--- config.mk ---
export PLATFORM = sky130hd
export DESIGN_NAME = mmd_decoder
export DESIGN_NICKNAME = d
export VERILOG_FILES = /design/src/core/mmd_pkg.sv /design/src/core/mmd_wait_ctr.sv /design/src/core/mmd_decoder.sv
export VERILOG_INCLUDE_DIRS = /design/src /design/src/core
export SDC_FILE = /design/constraint.sdc
export NUM_CORES = 1
export LEC_CHECK = 0
export BUFFER_PORTS_ARGS = -buffer_cell sky130_fd_sc_hd__buf_2
export CAP_MARGIN = 40
export CORE_MARGIN = 4
export CORE_UTILIZATION = 35
export DETAILED_ROUTE_END_ITERATION = 10
export GPL_TIMING_DRIVEN = 1
export PLACE_DENSITY = 0.69
export SYNTH_ARGS = -nofsm -noshare
export SYNTH_HDL_FRONTEND = slang
export SYNTH_HIERARCHICAL = 1
export SYNTH_SLANG_ARGS = --single-unit
export TNS_END_PERCENT = 30
--- constraint.sdc ---
create_clock -name i_mclk -period 1.99 [get_ports i_mclk]
set_input_delay 0.199 -clock i_mclk [delete_from_list [all_inputs] [get_ports i_mclk]]
set_output_delay 0.199 -clock i_mclk [all_outputs]
set_load 0.03 [all_outputs]
--- src/core/mmd_map.svh ---
// address map, field positions and wait counts of the memory map decoder
`ifndef MMD_MAP_SVH
`define MMD_MAP_SVH
`define MMD_ADDR_W        24
`define MMD_PEN_BIT       2
`define MMD_EXTENSION_RAM_LO       24'h00d000
`define MMD_EXTENSION_RAM_HI       24'h00e7ff
`define MMD_CAN_LO        24'h00ef00
`define MMD_CAN_HI        24'h00efff
`define MMD_EXTENDED_FUNC_REGS_LO       24'h00f000
`define MMD_EXTENDED_FUNC_REGS_HI       24'h00f1ff
`define MMD_INTERNAL_DUALPORT_RAM_LO       24'h00f600
`define MMD_INTERNAL_DUALPORT_RAM_HI       24'h00fdff
`define MMD_SFR_LO        24'h00fe00
`define MMD_SFR_HI        24'h00ffff
`define MMD_CAN_WAIT      2'h2
`define MMD_NO_WAIT       2'h0
`define MMD_SEG_ALL       8'hff
`define MMD_SEG_CAN       8'h0f
`define MMD_BE_WORD       2'h3
`define MMD_BE_LO         2'h1
`define MMD_BE_HI         2'h2
`endif

--- src/core/mmd_pkg.sv ---
// types shared by the memory map decoder and its wait counter
package mmd_pkg;
  typedef enum logic [2:0] {
    TGT_EXT  = 3'h0,
    TGT_INTERNAL_DUALPORT_RAM = 3'h1,
    TGT_SFR  = 3'h2,
    TGT_EXTENDED_FUNC_REGS = 3'h3,
    TGT_EXTENSION_RAM = 3'h4,
    TGT_CAN  = 3'h5
  } mmd_target_t;

  typedef enum logic [1:0] {
    ST_IDLE = 2'h0,
    ST_WAIT = 2'h1
  } mmd_state_t;

  // one access as issued by the core
  typedef struct packed {
    logic [23:0] addr;
    logic        wr;
    logic        byte_acc;
    logic        bit_op;
    logic        stack_op;
  } mmd_req_t;

  // the steered access with the target's bus characteristics
  typedef struct packed {
    mmd_target_t tgt;
    logic [23:0] addr;
    logic        wr;
    logic [1:0]  byte_en;
    logic        demux;
    logic [1:0]  wait_st;
  } mmd_route_t;

  typedef struct packed {
    mmd_state_t state;
    mmd_route_t route;
    logic       route_vld;
    logic       done;
    logic       err;
    logic [7:0] seg_en;
  } mmd_dec_st_t;

  function automatic logic mmd_in(input logic [23:0] a, input logic [23:0] lo, input logic [23:0] hi);
    mmd_in = (a >= lo) && (a <= hi);
  endfunction
endpackage

--- src/core/mmd_wait_ctr.sv ---
// wait-state down counter for slow on-chip targets
`timescale 1ns/1ps
module mmd_wait_ctr
  import mmd_pkg::*;
#(
  parameter int W = 2
) (
  input  wire logic         i_mclk,
  input  wire logic         i_rst_n,
  input  wire logic         i_load,
  input  wire logic [W-1:0] i_count,
  output logic              o_last
);
  typedef struct packed {
    logic [W-1:0] cnt;
  } mmd_ctr_st_t;

  mmd_ctr_st_t st_q;
  mmd_ctr_st_t st_d;

  generate
    if (W < 1) begin : g_chk
      $error("mmd_wait_ctr needs W of at least 1");
    end
  endgenerate

  // load wins over counting so a fresh access never inherits a stale count
  always_comb begin
    st_d = st_q;
    if (i_load) begin
      st_d.cnt = i_count;
    end else if (st_q.cnt != '0) begin
      st_d.cnt = st_q.cnt - W'(1);
    end
  end

  always_ff @(posedge i_mclk) begin
    if (!i_rst_n) begin
      st_q <= '0;
    end else begin
      st_q <= st_d;
    end
  end

  // last wait cycle: the answer follows on the next edge
  assign o_last = (st_q.cnt == W'(1));
endmodule

--- src/core/mmd_decoder.sv ---
// memory map decoder: steers core accesses to on-chip targets or the external bus
`timescale 1ns/1ps
`include "mmd_map.svh"
module mmd_decoder
  import mmd_pkg::*;
#(
  parameter int ADDR_W = `MMD_ADDR_W
) (
  input  wire logic        i_mclk,
  input  wire logic        i_rst_n,
  input  wire logic        i_req,
  input  wire mmd_req_t    i_acc,
  input  wire logic [15:0] i_system_config_reg,
  output logic             o_busy,
  output logic             o_route_vld,
  output mmd_route_t       o_route,
  output logic             o_done,
  output logic             o_err,
  output logic [7:0]       o_seg_line_en
);
  // =====================================================================
  // checks and declarations
  generate
    if (ADDR_W != `MMD_ADDR_W) begin : g_chk
      $error("mmd_decoder serves a 24-bit address space only");
    end
  endgenerate

  mmd_dec_st_t st_q;
  mmd_dec_st_t st_d;
  logic        periph_bus_enable;
  logic        taken;
  logic        wait_last;
  logic        hit_extension_ram;
  logic        hit_can;
  logic        hit_internal_dualport_ram;
  logic        hit_sfr;
  logic        hit_extended_func_regs;
  mmd_route_t  rt;

  // a request is only taken while no can access is still counting its wait states
  assign periph_bus_enable = i_system_config_reg[`MMD_PEN_BIT];
  assign taken             = i_req && (st_q.state == ST_IDLE);

  // =====================================================================
  // range decode
  // one enable bit gates both extension ram and the can window together
  always_comb begin
    hit_extension_ram = periph_bus_enable && mmd_in(i_acc.addr, `MMD_EXTENSION_RAM_LO, `MMD_EXTENSION_RAM_HI);
    hit_can  = periph_bus_enable && mmd_in(i_acc.addr, `MMD_CAN_LO, `MMD_CAN_HI);
    hit_internal_dualport_ram = mmd_in(i_acc.addr, `MMD_INTERNAL_DUALPORT_RAM_LO, `MMD_INTERNAL_DUALPORT_RAM_HI);
    hit_sfr  = mmd_in(i_acc.addr, `MMD_SFR_LO, `MMD_SFR_HI);
    hit_extended_func_regs = mmd_in(i_acc.addr, `MMD_EXTENDED_FUNC_REGS_LO, `MMD_EXTENDED_FUNC_REGS_HI);
  end

  // target and bus characteristics of the access being taken
  always_comb begin
    rt         = '0;
    rt.addr    = i_acc.addr;
    rt.wr      = i_acc.wr;
    // byte lane from address bit 0, word takes both lanes
    rt.byte_en = i_acc.byte_acc ? (i_acc.addr[0] ? `MMD_BE_HI : `MMD_BE_LO) : `MMD_BE_WORD;
    rt.wait_st = `MMD_NO_WAIT;
    rt.demux   = 1'b0;
    if (hit_extension_ram) begin
      rt.tgt   = TGT_EXTENSION_RAM;
      rt.demux = 1'b1;
    end else if (hit_can) begin
      rt.tgt     = TGT_CAN;
      rt.demux   = 1'b1;
      rt.wait_st = `MMD_CAN_WAIT;
    end else if (hit_internal_dualport_ram) begin
      rt.tgt = TGT_INTERNAL_DUALPORT_RAM; // stack and register banks are legal here
    end else if (hit_sfr) begin
      rt.tgt = TGT_SFR;
    end else if (hit_extended_func_regs) begin
      rt.tgt = TGT_EXTENDED_FUNC_REGS;
    end else begin
      // the external interface picks its own chip select and bus setting
      rt.tgt = TGT_EXT;
    end
  end

  // =====================================================================
  // wait-state counter, loaded only for slow targets
  mmd_wait_ctr #(
    .W (2)
  ) i_mmd_wait_ctr (
    .i_mclk  (i_mclk),
    .i_rst_n (i_rst_n),
    .i_load  (taken && hit_can),
    .i_count (`MMD_CAN_WAIT),
    .o_last  (wait_last)
  );

  // =====================================================================
  // next state
  always_comb begin
    st_d           = st_q;
    st_d.route_vld = 1'b0;
    st_d.done      = 1'b0;
    st_d.err       = 1'b0;
    // can shares port lines, so only the low segment lines stay external
    st_d.seg_en    = periph_bus_enable ? `MMD_SEG_CAN : `MMD_SEG_ALL;
    case (st_q.state)
      ST_IDLE: begin
        if (taken) begin
          if (hit_extension_ram && (i_acc.bit_op || i_acc.stack_op)) begin
            // refused rather than silently mis-stored
            st_d.err = 1'b1;
          end else begin
            st_d.route     = rt;
            st_d.route_vld = 1'b1;
            if (hit_can) begin
              st_d.state = ST_WAIT;
            end else begin
              st_d.done = 1'b1;
            end
          end
        end
      end
      ST_WAIT: begin
        if (wait_last) begin
          st_d.state = ST_IDLE;
          st_d.done  = 1'b1;
        end
      end
      default: begin
        st_d.state = ST_IDLE;
      end
    endcase
  end

  // synchronous reset; segment lines come up all driven until the enable is seen
  always_ff @(posedge i_mclk) begin
    if (!i_rst_n) begin
      st_q        <= '0;
      st_q.seg_en <= `MMD_SEG_ALL;
    end else begin
      st_q <= st_d;
    end
  end

  // outputs read the state register directly; only the wait state has bit 0 set
  assign o_busy        = st_q.state[0];
  assign o_route_vld   = st_q.route_vld;
  assign o_route       = st_q.route;
  assign o_done        = st_q.done;
  assign o_err         = st_q.err;
  assign o_seg_line_en = st_q.seg_en;
endmodule

# Word-level counts from Yosys, hierarchy flattened
# Cells that the tools add are included.
[word_totals] reg_bits=48 latchBits=0 mem_bits_rw=0 rom_bits=0 n_memories=0
[classes] n_addsub=1 mul=0 div_mod_pow=0 magnitude_cmp=10 n_eq_ne=6 n_shift=0 muxes=22 bitwise=2 reduce_logical=18
[op_table] op="$ge 24x16->1 const B" n=5
[op_table] op="$le 24x16->1 const B" n=5
[op_table] op="$mux 38" n=1
[op_table] op="$mux 37" n=1
[op_table] op="$mux 2" n=8
[op_table] op="$mux 3" n=5
[op_table] op="$logic_and 1x1->1" n=10
[op_table] op="$mux 8" n=1
[op_table] op="$ne 2x2->1 const B" n=3
[op_table] op="$reduce_and 3->1" n=2
[op_table] op="$eq 2x1->1 const B" n=2
[op_table] op="$mux 1" n=4
[op_table] op="$pmux 2 s2" n=1
[op_table] op="$reduce_and 4->1" n=1
[op_table] op="$reduce_bool 2->1" n=2
[op_table] op="$logic_not 2->1" n=1
[op_table] op="$ne 2x1->1 const B" n=1
[op_table] op="$not 1->1" n=2
[op_table] op="$pmux 1 s2" n=1
[op_table] op="$reduce_or 2->1" n=1
[op_table] op="$sub 2x1->2 const B" n=1
[op_table] op="$logic_or 1x1->1" n=1

# Longest topological paths before layout
[depth] word_depth=10 mapped_depth=7

# Modules after synthesis
# The synthesis kept the hierarchy.
[by_module_without_submodules] mod="mmd_decoder" n_inst=1 cells_each=185 area_each_um2=1502.7
[by_module_without_submodules] mod="mmd_wait_ctr" n_inst=1 cells_each=14 area_each_um2=128.9

# Least setup slack after synthesis
# OpenSTA, ideal clock, no wires.
[synth_timing] path_kind="input to register" start="input i_acc[23] (netlist name)" end="register i_mmd_wait_ctr/st_q[0] (netlist name)" setup_ps=118 arrival_time_ps=1410 required_time_ps=1872 setup_slack_ps=462 cell_stages=7 path_cell_list="nor4_2 nand3_1 nor3_1 nand2_1 inv_1 nand2b_1 o21ai_1"
[synth_between] elab_chain_len=5 elab_cells_between_ends=6
[synth_lines] element="start: declaration" line="mmd_decoder.sv:12" text="input wire mmd_req_t i_acc,"
[synth_lines] element="$ge 24x16->1 or $le 24x16->1 (tied branches)" line="mmd_pkg.sv:46" text="mmd_in = (a >= lo) && (a <= hi);"
[synth_lines] element="$logic_and 1x1->1 *" line="mmd_pkg.sv:46"
[synth_lines] element="$logic_and 1x1->1 *" line="mmd_decoder.sv:50" text="hit_can = periph_bus_enable && mmd_in(i_acc.addr, `MMD_CAN_LO, `MMD_CAN_HI);"
[synth_lines] element="$logic_and 1x1->1 *" line="mmd_decoder.sv:91" text=".i_load (taken && hit_can),"
[synth_lines] element="$reduce_or 2->1 (no source line) *"
[synth_lines] element="end signal: assignment" line="mmd_wait_ctr.sv:41" text="st_q <= st_d;"
[synth_lines] element="end: declaration" line="mmd_wait_ctr.sv:18" text="mmd_ctr_st_t st_q;"
# Every way passes the cells marked *; elsewhere a longest branch is shown, timed or not.
# A chain may end at the register's enable or synchronous reset.

# Final worst setup path
[layout_timing] start="input i_acc[23] (netlist name)" end="register st_q (netlist bit o_route[7])"
[layout_between] elab_chain_len=6 elab_cells_between_ends=7
[layout_lines] element="$ge 24x16->1 or $le 24x16->1 (tied branches)" line="mmd_pkg.sv:46"
[layout_lines] element="$logic_and 1x1->1 *" line="mmd_pkg.sv:46"
[layout_lines] element="$logic_and 1x1->1 *" line="mmd_decoder.sv:49" text="hit_extension_ram = periph_bus_enable && mmd_in(i_acc.addr, `MMD_EXTENSION_RAM_LO, `MMD_EXTENSION_RAM_HI);"
[layout_lines] element="$logic_and 1x1->1 *" line="mmd_decoder.sv:108" text="if (hit_extension_ram && (i_acc.bit_op || i_acc.stack_op)) begin"
[layout_lines] element="$not 1->1 (no source line) *"
[layout_lines] element="$reduce_and 3->1 (no source line) *"
[layout_lines] element="end signal: assignment" line="mmd_decoder.sv:140" text="st_q <= st_d;"
[layout_lines] element="end: declaration" line="mmd_decoder.sv:29" text="mmd_dec_st_t st_q;"
# Marks and branches as above.

==> results.py <==
metrics = {
    "status": {
        "outcome": "completed",
    },
    "cts": {
        "post_cts_buffers": 0,
        "ctsHtreeMaxLevel": 2,
        "cts.sinks": 38,
        "ctsResizeCount": 0,
        "root_buffer": "clkbuf_8",
        "cts_made_buffers": 5,
        "clk_pin_slew_ns": 0.07,
        "cts_tree": "built",
        "clock_path_buffers": 2,
        "hold_buffers": 0,
        "clk_latency_ns": 0.29,
    },
    "yosys": {
        "synth.distinct_cells": 33,
        "synth_top_area_cell": "dfxtp_1",
        "yosys-top-cells-area": "dfxtp_1 (47%), nand3_1 (9.8%), nand2_1 (7.4%)",
        "syn_inst": 199,
        "synth_top_area_share_pct": 46.6,
        "syn_avg_cell_area_um2": 8.20,
        "ys_seq_area_share_pct": 46.6,
        "ys_ff_latch": 38,
        "netlist_area_um2": 1630,
        "yosysWarnings": 6,
    },
    "floorplan": {
        "fp-row-count": 24,
        "die_area_um2": 5820,
        "core-area_um2": 4440,
        "ios": 92,
        "die_y_um": 76.3,
        "start_util_pct": 36.7,
        "die_w_um": 76.3,
    },
    "hold_path": {
        "hold_class": "in2reg",
        "worstHoldStart": "i_system_config_reg[2]",
    },
    "setup_path": {
        "slowest_stage": "nor4_2",
        "cp-end-kind": "flip-flop",
        "required_ns": 2.20,
        "cp-start-kind": "input pin",
        "crit_start": "i_acc[23]",
        "crit_buf_inv": 2,
        "path_class": "in2reg",
        "critPathMostFrequentCell": "nand3_1",
        "r2r_start": "o_busy$_SDFFE_PN0P_",
        "cp.arrival_ns": 1.67,
        "cpPeakStageDelay_ns": 0.35,
        "critPathTopFamily": "simple AND/OR/NAND/NOR gates",
        "crit_chain": "buf_2, nor4_2, nand3_1, o31ai_4, buf_12, nand3_1, o21ai_0",
        "critPathMaxFanout": 52,
    },
    "sta": {
        "tns_ns": 0,
        "timing.final.crit_share_pct": 73.2,
        "final_max_slew_viol_count": 0,
        "hold_viol_final": 0,
        "fmax_ghz": 0.687,
        "setup_viol": 0,
        "fin_crit_ns": 1.46,
        "rsz0062_at_grt": "false",
        "fin_skew_ns": 0.00663,
    },
    "cells_and_area": {
        "area_growth_pct": 30.7,
        "nNetsFinal": 314,
        "final_cells": 318,
        "layout_commonest_cell": "buf_2",
        "final_cell_mix": "buf_2 (71), dfxtp_1 (38), nand3_1 (32), nand2_1 (32), o21ai_0 (18)",
        "nFillCells": 453,
        "drive_above_1_share_pct": 33.5,
        "antenna_cells": 0,
    },
    "grt": {
        "grt_max_degree": 53,
        "grt_pass1_vias": 1351,
        "grt_pass1_wl_um": 6060,
        "grtUsageTotal_pct": 12.6,
        "antenna_found_initial": 0,
        "gr-total-overflow": 0,
    },
    "pwr": {
        "peakVddDrop_v": 0.000432,
        "power_density_nw_per_um2": 930,
        "p_leak_nw": 0.996,
    },
    "detailed_routing": {
        "via_per_inst": 4.69,
        "ant_nets": 0,
        "drt_pass1_iterations": 3,
        "drc": 0,
        "drt_wl_total_um": 3680,
        "drt_iter0_drc": 40,
        "via_count": 1493,
        "routedWlPerCell_um": 11.6,
    },
    "placed_design": {
        "portBuffers": 71,
        "gp_congestion": 0.697,
        "hpwl_um": 2770,
        "dp_cells": 310,
    },
    "flow_run": {
        "cap_violations": 0,
    },
}
per-layer routing:
| layer | wire length [um] | global-route usage (%) | up-vias |
|---|---|---|---|
| met2 | 1630 | 20.5 | 51 |
| met5 | 0 | 0 | - |
| met3 | 276 | 4.96 | 6 |
| li1 | - | - | 789 |
| met4 | 39 | 3.26 | 0 |
| met1 | 1730 | 15.6 | 647 |
through the flow:
| step | power [W] | worst slack (ns) | util (%) | hold slack (ns) | area [um2] |
|---|---|---|---|---|---|
| final | 0.00198 | 0.534 | 48.0 | 0.0778 | 2130 |
| after global routing | 0.00209 | 0.413 | 48.0 | 0.0758 | 2130 |
| after CTS | 0.00202 | 0.528 | 48.0 | 0.0670 | 2130 |
| after detailed placement | 0.00123 | 0.226 | 44.9 | 0.380 | 1990 |
| after global placement | 0.00122 | 0.236 | 44.9 | 0.376 | 1990 |
| after floorplan | 0.00113 | 0.462 | - | 0.261 | 1650 |
synth_stat cells:
master and n:
a21o_1 1, a2111oi_0 1, nor2_1 5, or2_2 1, clkbuf_1 6, and2b_1 1, nand2b_1 2, inv_1 4
dfxtp_1 38, nor3_1 5, nand3_1 32, o31ai_2 1, and3_1 2, nor3b_1 2, nand2_1 32, o31ai_1 1
nand4b_1 1, nand4_1 1, buf_2 5, nor2b_1 4, conb_1 2, and3b_1 1, buf_1 1, ha_1 2
buf_4 10, o21ai_1 11, nor4_2 2, o31ai_4 1, mux2i_1 1, a21oi_1 3, xnor2_1 1, xor2_1 1
o21ai_0 18
kinds of logic (layout without fill, tap and decap cells):
| logic type | Yosys count | count (layout) | synth area share [%] |
|---|---|---|---|
| AO/OA/AOI/OAI | 37 | 37 | 13.3 |
| adder cells (fa/ha/maj) | 2 | 2 | 1.53 |
| other | 2 | 7 | 0.460 |
| buffers and inverters | 26 | 88 | 8.66 |
| multiplexers | 1 | 1 | 0.614 |
| AND/OR/NAND/NOR | 91 | 91 | 27.7 |
| XOR/XNOR | 2 | 2 | 1.07 |
| flip-flops | 38 | 38 | 46.6 |
flip-flops by register name, summed over array words and instances (netlist names):
signal	flops
o_route	31
i_mmd_wait_ctr/st_q	2
o_busy	1
o_done	1
o_err	1
o_route_vld	1
o_seg_line_en	1
path summary, 6_finish.rpt:
path	cells after the start	end	slack [ns]
worst max-delay path	7	o_route[7]$_SDFFE_PN0P_	0.53
worst min-delay path	2	o_seg_line_en[6]$_SDFF_PN1_	0.08
worst max register to register	5	o_route[4]$_SDFFE_PN0P_	0.56
worst min register to register	2	o_route[5]$_SDFFE_PN0P_	0.45
cell type report:
type	count	area [um2]	share of cell area (%)
Timing Repair Buffer	76	405	19.0
Clock inverter	3	68.8	3.23
Multi-Input combinational cell	140	748	35.1
Tap cell	52	65.1	3.05
Inverter	4	15.0	0.704
Sequential cell	38	761	35.7
Clock buffer	5	68.8	3.23
power breakdown:
group / switching, W / leakage [nW] / internal (W) / total [W]
Sequential: 0.0000264 / 0.313 / 0.000814 / 0.000840
Clock: 0.000276 / 0.0683 / 0.000502 / 0.000778
Combinational: 0.000232 / 0.614 / 0.000132 / 0.000365
Total: 0.000535 / 0.996 / 0.00145 / 0.00198
No activity file was read; power rests on OpenSTA's default activity.
